## config.mk

```make
export PLATFORM = sky130hd
export DESIGN_NAME = tape_timer
export DESIGN_NICKNAME = d
export VERILOG_FILES = /design/src/rtl/tape_timer_pkg.sv /design/src/rtl/timer_status_if.sv /design/src/rtl/tach_sync.sv /design/src/rtl/tape_timer.sv /design/src/rtl/timer_axil_regs.sv
export SDC_FILE = /design/constraint.sdc
export NUM_CORES = 1
export LEC_CHECK = 0
export ABC_AREA = 1
export BUFFER_PORTS_ARGS = -buffer_cell sky130_fd_sc_hd__buf_2
export CAP_MARGIN = 20
export CORE_MARGIN = 1.5
export CORE_UTILIZATION = 35
export DETAILED_ROUTE_END_ITERATION = 8
export PLACE_DENSITY_LB_ADDON = 0.08
export SKIP_LAST_GASP = 1
export SYNTH_ARGS = -nofsm -noshare
export SYNTH_HDL_FRONTEND = slang
export SYNTH_SLANG_ARGS = --single-unit
```

## constraint.sdc

```tcl
create_clock -name mclk -period 10.25 [get_ports mclk]
set_clock_uncertainty 0.15 [all_clocks]
set_input_delay 0 -clock mclk [delete_from_list [all_inputs] [get_ports mclk]]
set_output_delay 0 -clock mclk [all_outputs]
set_load 0.03 [all_outputs]
```

## src/rtl/tape_timer_pkg.sv

```systemverilog
// constants, types and decode helpers for the tape elapsed time counter
package tape_timer_pkg;
  localparam int NUM_DIGITS = 8;
  localparam logic [3:0] DIGIT_ZERO = 4'h0;
  localparam logic [3:0] DIGIT_ONE = 4'h1;
  localparam logic [3:0] DIGIT_ALL_ONES = 4'hf;
  localparam logic [3:0] MOD_DECADE = 4'ha;
  localparam logic [3:0] MOD_SEXT = 4'h6;
  localparam logic [3:0] MOD_SPD_30 = 4'h8;
  localparam logic [3:0] MOD_SPD_15 = 4'h4;
  localparam logic [3:0] MOD_SPD_7P5 = 4'h2;
  localparam logic [3:0] MOD_SPD_3P75 = 4'h1;
  localparam logic [1:0] SPEED_30 = 2'h0;
  localparam logic [1:0] SPEED_15 = 2'h1;
  localparam logic [1:0] SPEED_7P5 = 2'h2;
  localparam logic [3:0] WAKE_CLEAR_CYCLES = 4'h8;
  localparam int AXI_ADDR_W = 8;
  localparam logic [7:0] REG_CTRL = 8'h00;
  localparam logic [7:0] REG_STATUS = 8'h04;
  localparam logic [7:0] REG_COUNT = 8'h08;
  localparam logic [1:0] RESP_OKAY = 2'h0;
  localparam logic [1:0] RESP_SLVERR = 2'h2;
  localparam int CTRL_SOFT_CLEAR = 0;

  typedef enum logic [7:0] {
    SLOT_T0 = 8'h01, SLOT_T1 = 8'h02, SLOT_T2 = 8'h04, SLOT_T3 = 8'h08,
    SLOT_T4 = 8'h10, SLOT_T5 = 8'h20, SLOT_T6 = 8'h40, SLOT_T7 = 8'h80
  } slot_t;

  // modulus of the digit in each slot, t0 set by tape speed
  function automatic logic [3:0] digit_modulus(input slot_t slot, input logic [1:0] speed);
    logic [3:0] m;
    m = MOD_DECADE;
    if (slot == SLOT_T0) begin
      m = (speed == SPEED_30) ? MOD_SPD_30 :
          (speed == SPEED_15) ? MOD_SPD_15 :
          (speed == SPEED_7P5) ? MOD_SPD_7P5 : MOD_SPD_3P75;
    end else if (slot == SLOT_T3 || slot == SLOT_T5) begin
      m = MOD_SEXT;
    end
    return m;
  endfunction : digit_modulus

  // register map decode shared by read and write paths
  function automatic logic addr_mapped(input logic [7:0] addr);
    return addr == REG_CTRL || addr == REG_STATUS || addr == REG_COUNT;
  endfunction : addr_mapped
endpackage : tape_timer_pkg

```

## src/rtl/timer_status_if.sv

```systemverilog
// status and control carried between counter core and register slave
`timescale 1ns/1ns
interface timer_status_if;
  logic soft_clear;
  logic count_up;
  logic carry;
  logic tach_pending;
  logic clearing;
  logic [7:0] slot;
  logic [31:0] count;
  modport regs (output soft_clear, input count_up, carry, tach_pending, clearing, slot, count);
  modport core (input soft_clear, output count_up, carry, tach_pending, clearing, slot, count);
endinterface : timer_status_if
```

## src/rtl/tach_sync.sv

```systemverilog
// tachometer synchroniser making one clock pulse per tach pulse
`timescale 1ns/1ns
module tach_sync (
  input wire logic mclk,
  input wire logic rst_n,
  input wire logic tach_in,
  output logic tach_pulse
);
  logic meta_reg;
  logic sync_reg;
  logic prev_reg;

  // two stage sync then edge history
  always_ff @(posedge mclk or negedge rst_n) begin
    if (!rst_n) begin
      meta_reg <= 1'b0;
      sync_reg <= 1'b0;
      prev_reg <= 1'b0;
    end else begin
      meta_reg <= tach_in;
      sync_reg <= meta_reg;
      prev_reg <= sync_reg;
    end
  end

  // rising edge only, whatever the pulse length
  assign tach_pulse = sync_reg & ~prev_reg;
endmodule : tach_sync

```

## src/rtl/tape_timer.sv

```systemverilog
// digit-serial up/down elapsed tape time counter, top level
`timescale 1ns/1ns
module tape_timer
  import tape_timer_pkg::*;
(
  input wire logic mclk,
  input wire logic rst_n,
  input wire logic tach_pulse_in,
  input wire logic tape_direction_command,
  input wire logic speed_select_lo,
  input wire logic speed_select_hi,
  input wire logic timer_clear_n,
  input wire logic tape_abort_n,
  output logic [3:0] digit_out,
  output logic [7:0] slot_out,
  input wire logic s_axi_awvalid,
  output logic s_axi_awready,
  input wire logic [7:0] s_axi_awaddr,
  input wire logic s_axi_wvalid,
  output logic s_axi_wready,
  input wire logic [31:0] s_axi_wdata,
  input wire logic [3:0] s_axi_wstrb,
  output logic s_axi_bvalid,
  input wire logic s_axi_bready,
  output logic [1:0] s_axi_bresp,
  input wire logic s_axi_arvalid,
  output logic s_axi_arready,
  input wire logic [7:0] s_axi_araddr,
  output logic s_axi_rvalid,
  input wire logic s_axi_rready,
  output logic [31:0] s_axi_rdata,
  output logic [1:0] s_axi_rresp
);

  ////////////////////////////////////////////////////////////////////
  // declarations

  timer_status_if stat_if ();

  slot_t slot_reg;
  slot_t slot_next;
  logic [3:0] digit_reg [NUM_DIGITS];
  logic [3:0] wake_cnt_reg;
  logic up_reg;
  logic carry_reg;
  logic carry_next;
  logic tach_held_reg;
  logic tach_held_next;
  logic [27:0] shadow_reg;
  logic [31:0] count_reg;

  logic tach_pulse;
  logic wake_active;
  logic clear_act;
  logic is_t7;
  logic [1:0] speed;
  logic [3:0] cur_digit;
  logic [3:0] mod_val;
  logic [3:0] mod_comp;
  logic [3:0] detect_b;
  logic [3:0] sub_a;
  logic [3:0] sub_b;
  logic [3:0] add_b;
  logic add_cin;
  logic carry_eff;
  logic [3:0] sum_digit;
  logic [3:0] detect_sum;
  logic boundary_hit;
  logic [3:0] sub_out;
  logic [3:0] new_digit;

  ////////////////////////////////////////////////////////////////////
  // submodules

  // tach input retimed to a single clock pulse
  tach_sync u_tach_sync (
    .mclk(mclk),
    .rst_n(rst_n),
    .tach_in(tach_pulse_in),
    .tach_pulse(tach_pulse)
  );

  // software access to control, status and count
  timer_axil_regs u_regs (
    .mclk(mclk),
    .rst_n(rst_n),
    .s_axi_awvalid(s_axi_awvalid),
    .s_axi_awready(s_axi_awready),
    .s_axi_awaddr(s_axi_awaddr),
    .s_axi_wvalid(s_axi_wvalid),
    .s_axi_wready(s_axi_wready),
    .s_axi_wdata(s_axi_wdata),
    .s_axi_wstrb(s_axi_wstrb),
    .s_axi_bvalid(s_axi_bvalid),
    .s_axi_bready(s_axi_bready),
    .s_axi_bresp(s_axi_bresp),
    .s_axi_arvalid(s_axi_arvalid),
    .s_axi_arready(s_axi_arready),
    .s_axi_araddr(s_axi_araddr),
    .s_axi_rvalid(s_axi_rvalid),
    .s_axi_rready(s_axi_rready),
    .s_axi_rdata(s_axi_rdata),
    .s_axi_rresp(s_axi_rresp),
    .stat(stat_if.regs)
  );

  ////////////////////////////////////////////////////////////////////
  // clear sources and ring counter

  // pushbutton, wake-up and software clear share one path
  assign wake_active = wake_cnt_reg != 4'h0;
  assign clear_act = ~timer_clear_n | wake_active | stat_if.soft_clear;

  // wake-up clear held for one full digit cycle after reset
  always_ff @(posedge mclk or negedge rst_n) begin
    if (!rst_n) begin
      wake_cnt_reg <= WAKE_CLEAR_CYCLES;
    end else if (wake_active) begin
      wake_cnt_reg <= wake_cnt_reg - 4'h1;
    end
  end

  // one-hot ring, t7 wraps back to t0
  always_comb begin
    unique case (slot_reg)
      SLOT_T0: slot_next = SLOT_T1;
      SLOT_T1: slot_next = SLOT_T2;
      SLOT_T2: slot_next = SLOT_T3;
      SLOT_T3: slot_next = SLOT_T4;
      SLOT_T4: slot_next = SLOT_T5;
      SLOT_T5: slot_next = SLOT_T6;
      SLOT_T6: slot_next = SLOT_T7;
      SLOT_T7: slot_next = SLOT_T0;
      default: slot_next = SLOT_T0;
    endcase
  end

  // ring register and direction latch
  always_ff @(posedge mclk or negedge rst_n) begin
    if (!rst_n) begin
      slot_reg <= SLOT_T0;
      up_reg <= 1'b1;
    end else begin
      slot_reg <= slot_next;
      up_reg <= tape_direction_command;
    end
  end

  ////////////////////////////////////////////////////////////////////
  // modulo logic and complementary encoder

  assign is_t7 = slot_reg == SLOT_T7;
  assign speed = {speed_select_hi, speed_select_lo};
  assign cur_digit = digit_reg[0];

  // per-slot modulus and its fifteens complement
  assign mod_val = digit_modulus(slot_reg, speed);
  assign mod_comp = ~mod_val;

  // up: complement to detector; down: modulus to subtractor
  assign detect_b = up_reg ? mod_comp : DIGIT_ZERO;
  assign sub_a = up_reg ? DIGIT_ZERO : mod_val;
  assign sub_b = up_reg ? DIGIT_ZERO : DIGIT_ALL_ONES;

  ////////////////////////////////////////////////////////////////////
  // adder, boundary detector and ones subtractor

  // carry output gated by t7, abort and clear
  assign carry_eff = carry_reg & ~is_t7 & tape_abort_n & ~clear_act;

  // up: carry into cin; down: carry onto all b inputs
  assign add_b = up_reg ? DIGIT_ZERO : {4{carry_eff}};
  assign add_cin = up_reg & carry_eff;
  assign sum_digit = 4'(cur_digit + add_b + {3'b000, add_cin});

  // match when sum plus detector operand reaches fifteen
  assign detect_sum = 4'(sum_digit + detect_b);
  assign boundary_hit = detect_sum == DIGIT_ALL_ONES;
  assign sub_out = 4'(sub_a + sub_b);

  // subtractor result replaces the sum on a boundary
  assign new_digit = clear_act ? DIGIT_ZERO :
                     boundary_hit ? sub_out : sum_digit;

  ////////////////////////////////////////////////////////////////////
  // carry flip-flop and tach pulse latch

  // t7 end loads the held tach, other slots the boundary carry
  assign carry_next = clear_act ? 1'b0 :
                      is_t7 ? tach_held_reg : boundary_hit;

  // new pulse wins over the transfer clear
  assign tach_held_next = clear_act ? 1'b0 :
                          tach_pulse | (tach_held_reg & ~is_t7);

  // carry and tach latch registers
  always_ff @(posedge mclk or negedge rst_n) begin
    if (!rst_n) begin
      carry_reg <= 1'b0;
      tach_held_reg <= 1'b0;
    end else begin
      carry_reg <= carry_next;
      tach_held_reg <= tach_held_next;
    end
  end

  ////////////////////////////////////////////////////////////////////
  // recirculating digit shift register

  // one nibble per clock, result written at the tail
  always_ff @(posedge mclk or negedge rst_n) begin
    if (!rst_n) begin
      for (int i = 0; i < NUM_DIGITS; i++) begin
        digit_reg[i] <= DIGIT_ZERO;
      end
    end else begin
      for (int i = 0; i < NUM_DIGITS - 1; i++) begin
        digit_reg[i] <= clear_act ? DIGIT_ZERO : digit_reg[i + 1];
      end
      digit_reg[NUM_DIGITS - 1] <= new_digit;
    end
  end

  // whole count captured at each t7 for software reads
  always_ff @(posedge mclk or negedge rst_n) begin
    if (!rst_n) begin
      shadow_reg <= 28'h0000000;
      count_reg <= 32'h00000000;
    end else begin
      shadow_reg <= {new_digit, shadow_reg[27:4]};
      if (is_t7) begin
        count_reg <= {new_digit, shadow_reg};
      end
    end
  end

  ////////////////////////////////////////////////////////////////////
  // outputs and status

  // display data straight from the register head
  assign digit_out = digit_reg[0];
  assign slot_out = slot_reg;
  assign stat_if.count_up = up_reg;
  assign stat_if.carry = carry_reg;
  assign stat_if.tach_pending = tach_held_reg;
  assign stat_if.clearing = clear_act;
  assign stat_if.slot = slot_reg;
  assign stat_if.count = count_reg;
endmodule : tape_timer

```

## src/rtl/timer_axil_regs.sv

```systemverilog
// axi4-lite slave for control, status and count snapshot
`timescale 1ns/1ns
module timer_axil_regs
  import tape_timer_pkg::*;
(
  input wire logic mclk,
  input wire logic rst_n,
  input wire logic s_axi_awvalid,
  output logic s_axi_awready,
  input wire logic [7:0] s_axi_awaddr,
  input wire logic s_axi_wvalid,
  output logic s_axi_wready,
  input wire logic [31:0] s_axi_wdata,
  input wire logic [3:0] s_axi_wstrb,
  output logic s_axi_bvalid,
  input wire logic s_axi_bready,
  output logic [1:0] s_axi_bresp,
  input wire logic s_axi_arvalid,
  output logic s_axi_arready,
  input wire logic [7:0] s_axi_araddr,
  output logic s_axi_rvalid,
  input wire logic s_axi_rready,
  output logic [31:0] s_axi_rdata,
  output logic [1:0] s_axi_rresp,
  timer_status_if.regs stat
);
  logic aw_held_reg, w_held_reg, strb0_reg, soft_clear_reg;
  logic [7:0] awaddr_reg;
  logic wbit_reg;
  logic [31:0] status_word;
  logic [31:0] read_word;
  logic do_write;

  // handshake and read decode
  assign s_axi_awready = ~aw_held_reg & ~s_axi_bvalid;
  assign s_axi_wready = ~w_held_reg & ~s_axi_bvalid;
  assign s_axi_arready = ~s_axi_rvalid;
  assign do_write = aw_held_reg & w_held_reg & ~s_axi_bvalid;
  assign status_word = {16'h0000, stat.slot, 4'h0, stat.clearing, stat.tach_pending,
                        stat.carry, stat.count_up};
  assign read_word = (s_axi_araddr == REG_CTRL) ? {31'h00000000, soft_clear_reg} :
                     (s_axi_araddr == REG_STATUS) ? status_word :
                     (s_axi_araddr == REG_COUNT) ? stat.count : 32'h00000000;
  assign stat.soft_clear = soft_clear_reg;

  // write channels taken in either order, response after both
  always_ff @(posedge mclk or negedge rst_n) begin
    if (!rst_n) begin
      aw_held_reg <= 1'b0;
      w_held_reg <= 1'b0;
      awaddr_reg <= 8'h00;
      wbit_reg <= 1'b0;
      strb0_reg <= 1'b0;
      soft_clear_reg <= 1'b0;
      s_axi_bvalid <= 1'b0;
      s_axi_bresp <= RESP_OKAY;
    end else begin
      if (s_axi_awvalid && s_axi_awready) begin
        aw_held_reg <= 1'b1;
        awaddr_reg <= s_axi_awaddr;
      end
      if (s_axi_wvalid && s_axi_wready) begin
        w_held_reg <= 1'b1;
        wbit_reg <= s_axi_wdata[CTRL_SOFT_CLEAR];
        strb0_reg <= s_axi_wstrb[0];
      end
      if (do_write) begin
        aw_held_reg <= 1'b0;
        w_held_reg <= 1'b0;
        s_axi_bvalid <= 1'b1;
        s_axi_bresp <= addr_mapped(awaddr_reg) ? RESP_OKAY : RESP_SLVERR;
        if (awaddr_reg == REG_CTRL && strb0_reg) begin
          soft_clear_reg <= wbit_reg;
        end
      end else if (s_axi_bready) begin
        s_axi_bvalid <= 1'b0;
      end
    end
  end

  // read answer one clock after the address is taken
  always_ff @(posedge mclk or negedge rst_n) begin
    if (!rst_n) begin
      s_axi_rvalid <= 1'b0;
      s_axi_rdata <= 32'h00000000;
      s_axi_rresp <= RESP_OKAY;
    end else if (s_axi_arvalid && s_axi_arready) begin
      s_axi_rvalid <= 1'b1;
      s_axi_rdata <= read_word;
      s_axi_rresp <= addr_mapped(s_axi_araddr) ? RESP_OKAY : RESP_SLVERR;
    end else if (s_axi_rready) begin
      s_axi_rvalid <= 1'b0;
    end
  end
endmodule : timer_axil_regs

```

Word level (Yosys, flattened, before mapping)
Index checks and enable logic that the tools add are counted.

Output and inout port bits: 53. Register bits: 161. Logic and storage cells: 124. Bits of input ports: 65.

Reductions and logical operators: 18. Bitwise operators: 22. $add $sub $neg: 5. Equality and inequality tests: 15. Muxes and demuxes: 35.

Operators with widths (count): 32-bit 2-to-1 mux (3); 4-bit 2-to-1 mux (16); 8-bit one-hot mux with 7 select lines (1); 8-bit by 3-bit == test with 1-bit output (second input constant) (3); 8-bit by 4-bit == test with 1-bit output (second input constant) (3); 8-bit logical NOT (2); 4-bit adder (3); 1-bit 2-to-1 mux (11); 1-bit bitwise AND (10); 8-bit by 1-bit == test with 1-bit output (second input constant) (1); 8-bit by 2-bit == test with 1-bit output (second input constant) (1); 8-bit by 5-bit == test with 1-bit output (second input constant) (1); 8-bit by 6-bit == test with 1-bit output (second input constant) (1); 8-bit by 7-bit == test with 1-bit output (second input constant) (1); 8-bit == test (second input constant) (1); 1-bit NOT (8); 2-bit nonzero test (4); 2-bit 2-to-1 mux (3); 1-bit logical OR (5); 4-bit by 1-bit adder with 4-bit output (1); 4-bit == test (second input constant) (1); 1-bit logical AND (4); 4-bit NOT (1); 4-bit nonzero test (1); other kinds (7) (9).

Depth between registers and ports, before layout
Depth in word-level cells: 12. Depth in mapped cells: 21. Depth with buffers taken out: 20.

By module
Synthesis repeated with hierarchy kept, for this count alone.

Cells, all modules: 705. Area total of the unflattened synthesis: 6637.6 µm².

By module, submodules not included: tape_timer (sequential area each 2581.2 µm², area each 4261.6 µm², times used 1, cells an instance 429); timer_axil_regs (sequential area each 1226.2 µm², area each 2290.9 µm², times used 1, cells an instance 271); tach_sync (sequential area each 75.1 µm², area each 85.1 µm², times used 1, cells an instance 5).

Worst setup path before layout
OpenSTA, ideal clock, no wires.

Path kind: register -> register. Start: reg slot_reg[0], in the netlist slot_out[0]. End: reg count_reg[28]. Clock period less this slack: 3896 ps. Setup time: 119 ps. Path slack: 6354 ps. Stages on the path, launching flop included: 16. Buffers on the path: 1. Arrival: 3627 ps. Required time: 9981 ps. Cells stage by stage: dfstp_2 -> inv_2 -> nand2_2 -> nor2_2 -> nand2_2 -> clkbuf_1 -> nand4_1 -> fa_1 -> fa_1 -> inv_1 -> fa_1 -> o211ai_1 -> a21oi_1 -> nand4_1 -> nand4_1 -> nand2_1.

Cells in the longest elaborated chain, start to end: 12.

Ends and longest elaborated chain: start, declared (RTL line tape_timer.sv:40) `slot_t slot_reg;`; start signal, assigned (RTL line tape_timer.sv:144) `slot_reg <= slot_next;`; 8-bit == test (RTL line tape_timer.sv:152) `assign is_t7 = slot_reg == SLOT_T7;`; 1-bit NOT (RTL line tape_timer.sv:169) `assign carry_eff = carry_reg & ~is_t7 & tape_abort_n & ~clear_act;`; 1-bit bitwise AND (3 in series) (RTL line tape_timer.sv:169); 4-bit 2-to-1 mux (RTL line tape_timer.sv:172) `assign add_b = up_reg ? DIGIT_ZERO : {4{carry_eff}};`; 4-bit adder (RTL line tape_timer.sv:174) `assign sum_digit = 4'(cur_digit + add_b + {3'b000, add_cin});`; 4-bit by 1-bit adder with 4-bit output (RTL line tape_timer.sv:174); 4-bit adder (RTL line tape_timer.sv:177) `assign detect_sum = 4'(sum_digit + detect_b);`; 4-bit == test (RTL line tape_timer.sv:178) `assign boundary_hit = detect_sum == DIGIT_ALL_ONES;`; 4-bit 2-to-1 mux (RTL line tape_timer.sv:183) `boundary_hit ? sub_out : sum_digit;`; 4-bit 2-to-1 mux (RTL line tape_timer.sv:182) `assign new_digit = clear_act ? DIGIT_ZERO :`; end signal, assigned (RTL line tape_timer.sv:232) `count_reg <= {new_digit, shadow_reg};`; end, declared (RTL line tape_timer.sv:50) `logic [31:0] count_reg;`.

Several ways; a longest one is shown, not always the timed one. A chain may end at the register's enable or synchronous reset.

Worst setup path in the final report
Start: reg slot_reg[0], in the netlist slot_out[0]. End: reg count_reg[31].

The elaborated chain is that of the path after synthesis.

==> results by group <==
Run status
  • Outcome: finished, final reports clean

Critical path
  • Setup crit end: count_reg[31]
  • Reg-to-Reg End: count_reg[31]
  • CP Depth: 14
  • Reg2reg path depth: 14
  • Kind of critical path: flip-flop to flip-flop
  • Worst path most repeated cell: fa_1
  • CP Buf/Inv Count: 2
  • Critical Path Source Type: flip-flop
  • Max stage delay cell, worst path: dfstp_2
  • Crit end category: flip-flop
  • Crit Path Max Fanout: 26
  • CP Launch Point: slot_out[0]
  • FF-to-FF setup slack: 5.85 ns
  • Crit-path cells: inv_2 > nand2_2 > nor2_2 > nand2_2 > nand4_4 > fa_1 > fa_1 > inv_1 > fa_1 > o211ai_1 > a21oi_1 > a31o_1 > nand4_1 > nand2_1
  • Critical Path AT: 4.61 ns
  • Critical Path RT: 10.46 ns
  • Worst r2r src: slot_out[0]
  • Slowest cell delay on critical path: 0.57 ns
  • Cell family contributing the most delay on the critical path: adder cells

CTS
  • Clock Tree Buf Depth: 2
  • Post-CTS setup buffer count: 0
  • Worst-Skew Late Latency: 0.42 ns
  • CTS H-tree depth: 4
  • Number of clock buffers inserted by TritonCTS: 17
  • Worst-path clk slew: 0.06 ns
  • CTS tree: yes
  • Clk sinks: 155
  • CTS root buf: clkbuf_16

Cells and area
  • ANT cells: 0
  • Finished Layout Cells: 986
  • Nets: 824
  • Share of layout cells above drive strength 1: 0.2181
  • Util after Layout: 0.4495
  • Area grow syn2layout: 24.62%

STA
  • Worst-Margin Slew: 1.028 ns
  • Slew Limit Fails: 0
  • Final hold violations: 0
  • Min Tclk post-route: 4.399 ns
  • Fin Setup TNS: 0 ns
  • Fmax: 227.3 MHz
  • Setup Viol. Count Final: 0
  • RSZ-0062 raised after global routing: false
  • Final period util: 0.4291
  • Slew margin rel.: 0.3137

Logic synthesis
  • Commonest register cell after synthesis: dfrtp_1
  • Sequential fraction of the synthesis area: 0.6180
  • Synth top area share: 0.6055
  • Synth area leaders: dfrtp_1, nand2_1, inv_1, nor2_1, o21ai_0
  • Count leader, synth: nand2_1
  • EDFF count, synth: 0
  • Post-Syn Area: 6282 um^2
  • Synth Register Bits: 155
  • Synth top cells by count: nand2_1, dfrtp_1, inv_1
  • Yosys warnings: 0
  • FFs w/ async S/R, synth: 1.000
  • Synth cell types: 46
  • Avg Inst Size Synth: 9.909 um^2
  • Cells after synthesis: 634
  • Synth area leader: dfrtp_1

Floorplan
  • Site Rows: 48
  • Die Span X: 137.0 um
  • Core area: 17420 um^2
  • Initial core utilization: 0.3607
  • # IOs: 118
  • DIE AREA: 18760 um^2
  • Chip height: 137.0 um

Route
  • Vias: 4414
  • Top sig layer: met4
  • Overall routed net length: 13620 um
  • Routed vias/inst: 4.477
  • Initial DRC count: 250
  • First drt pass iteration count: 4
  • WL met3: 561 um
  • Antenna viol nets, final: 0
  • Met1 Wirelength: 6594 um
  • DRC viols: 0
  • WL met2: 6309 um
  • Per-cell routed wire length: 13.81 um

Worst hold path
  • Hold Path Class: input pin to flip-flop

Flow run
  • Max_cap viols: 0

Global route
  • GRT Overall Usage: 0.1611
  • Vias in the first global route: 4504
  • Congestion Overflow GR: 0
  • First-pass GRT wire length: 23090 um
  • Initial antenna violation count: 0
  • Pin count of the biggest net entering global routing: 93

Pwr
  • Power Dens Cells: 183.0 nW/um^2
  • Static leakage: 4.010 nW
  • Worst vdd ir: 120.6 uV

Placement
  • Port bufs: 81
  • GP Congestion: 0.8382
  • Placed Cells: 922
  • Post-DP HPWL: 9133 um
==> worst min-delay path: cells and delay by family <==
kind	cells	cell delay [ns]
buffers and inverters	1	0.12
and+or+nand+nor	5	0.43
==> cell usage in the layout, fill, tap and decap left out, types with 4 or more instances in the layout <==
cell           count
nand2_1          155
dfrtp_1          152
inv_1             80
buf_2             80
nor2_1            53
o21ai_0           35
dlygate4sd3_1     32
nand3_1           18
clkbuf_16         17
inv_2             11
nand2_2           11
nand4_1           10
a21oi_1           10
mux2_2             8
o22ai_1            8
ha_1               8
nor4_1             5
nor2_4             4
nor3_1             4
clkinvlp_4         4
==> routing by layer <==
| layer | global-route usage | vias to the layer above |
|---|---|---|
| li1 | - | 2222 |
| met4 | 0.04561 | 0 |
| met5 | 0 | - |
| met1 | 0.2169 | 2104 |
| met3 | 0.04667 | 10 |
| met2 | 0.2532 | 78 |
==> timing repair <==
item                                   CTS  global route
hold buffers                            32             0
resized for setup                        0             0
endpoints found under the hold margin  139             0
==> cells by family after synthesis <==
| logic type | count (synthesis) | share of synthesized area |
|---|---|---|
| other | 1 | 0.0005969 |
| adders and majority gates | 11 | 0.02549 |
| and+or+nand+nor | 276 | 0.2065 |
| AOI/OAI and AO/OA | 64 | 0.05676 |
| xor gates and xnor gates | 4 | 0.005578 |
| muxes | 8 | 0.01434 |
| buffers and inverters | 115 | 0.07269 |
| DFF | 155 | 0.6180 |
==> how the worst min path moves through the flow <==
stage	start	cells past startpoint	slack [ns]	to
3_5_place_dp	tach_pulse_in	1	-0.04	u_tach_sync.meta_reg
3_3_place_gp	tach_pulse_in	1	-0.04	u_tach_sync.meta_reg
5_1_grt	tach_pulse_in	2	0.05	u_tach_sync.meta_reg
4_1_cts	speed_select_lo	6	0.002	shadow_reg[24]
2_1_floorplan	rst_n	0	-0.45	carry_reg
6_report	speed_select_lo	6	0.02	shadow_reg[24]
==> layout make-up <==
class | count | area, um^2
Clock buffer | 18 | 439.2
Clock inverter | 14 | 158.9
Fill cell | 1719 | 9588
Inverter | 92 | 345.3
Multi-Input combinational cell | 365 | 1947
Sequential cell | 155 | 3882
Tap cell | 225 | 281.5
Timing Repair Buffer | 117 | 774.5
==> stage by stage <==
step           setup slack [ns]  power (mW)  hold slack (ns)  instance area, um^2
2_1_floorplan             6.354      0.7531          -0.4456                 6286
3_3_place_gp              5.907      0.7931         -0.04024                 6890
3_5_place_dp              5.880      0.7983         -0.03991                 6910
4_1_cts                   5.829       1.454         0.001657                 7829
5_1_grt                   5.494       1.502          0.05332                 7829
6_report                  5.851       1.432          0.02487                 7829
==> report_power, final <==
group,switching [mW],internal [mW]
sequential,0.0169,0.642
clock,0.277,0.350
combinational,0.0853,0.0615
(Power assumes the default switching activity.)
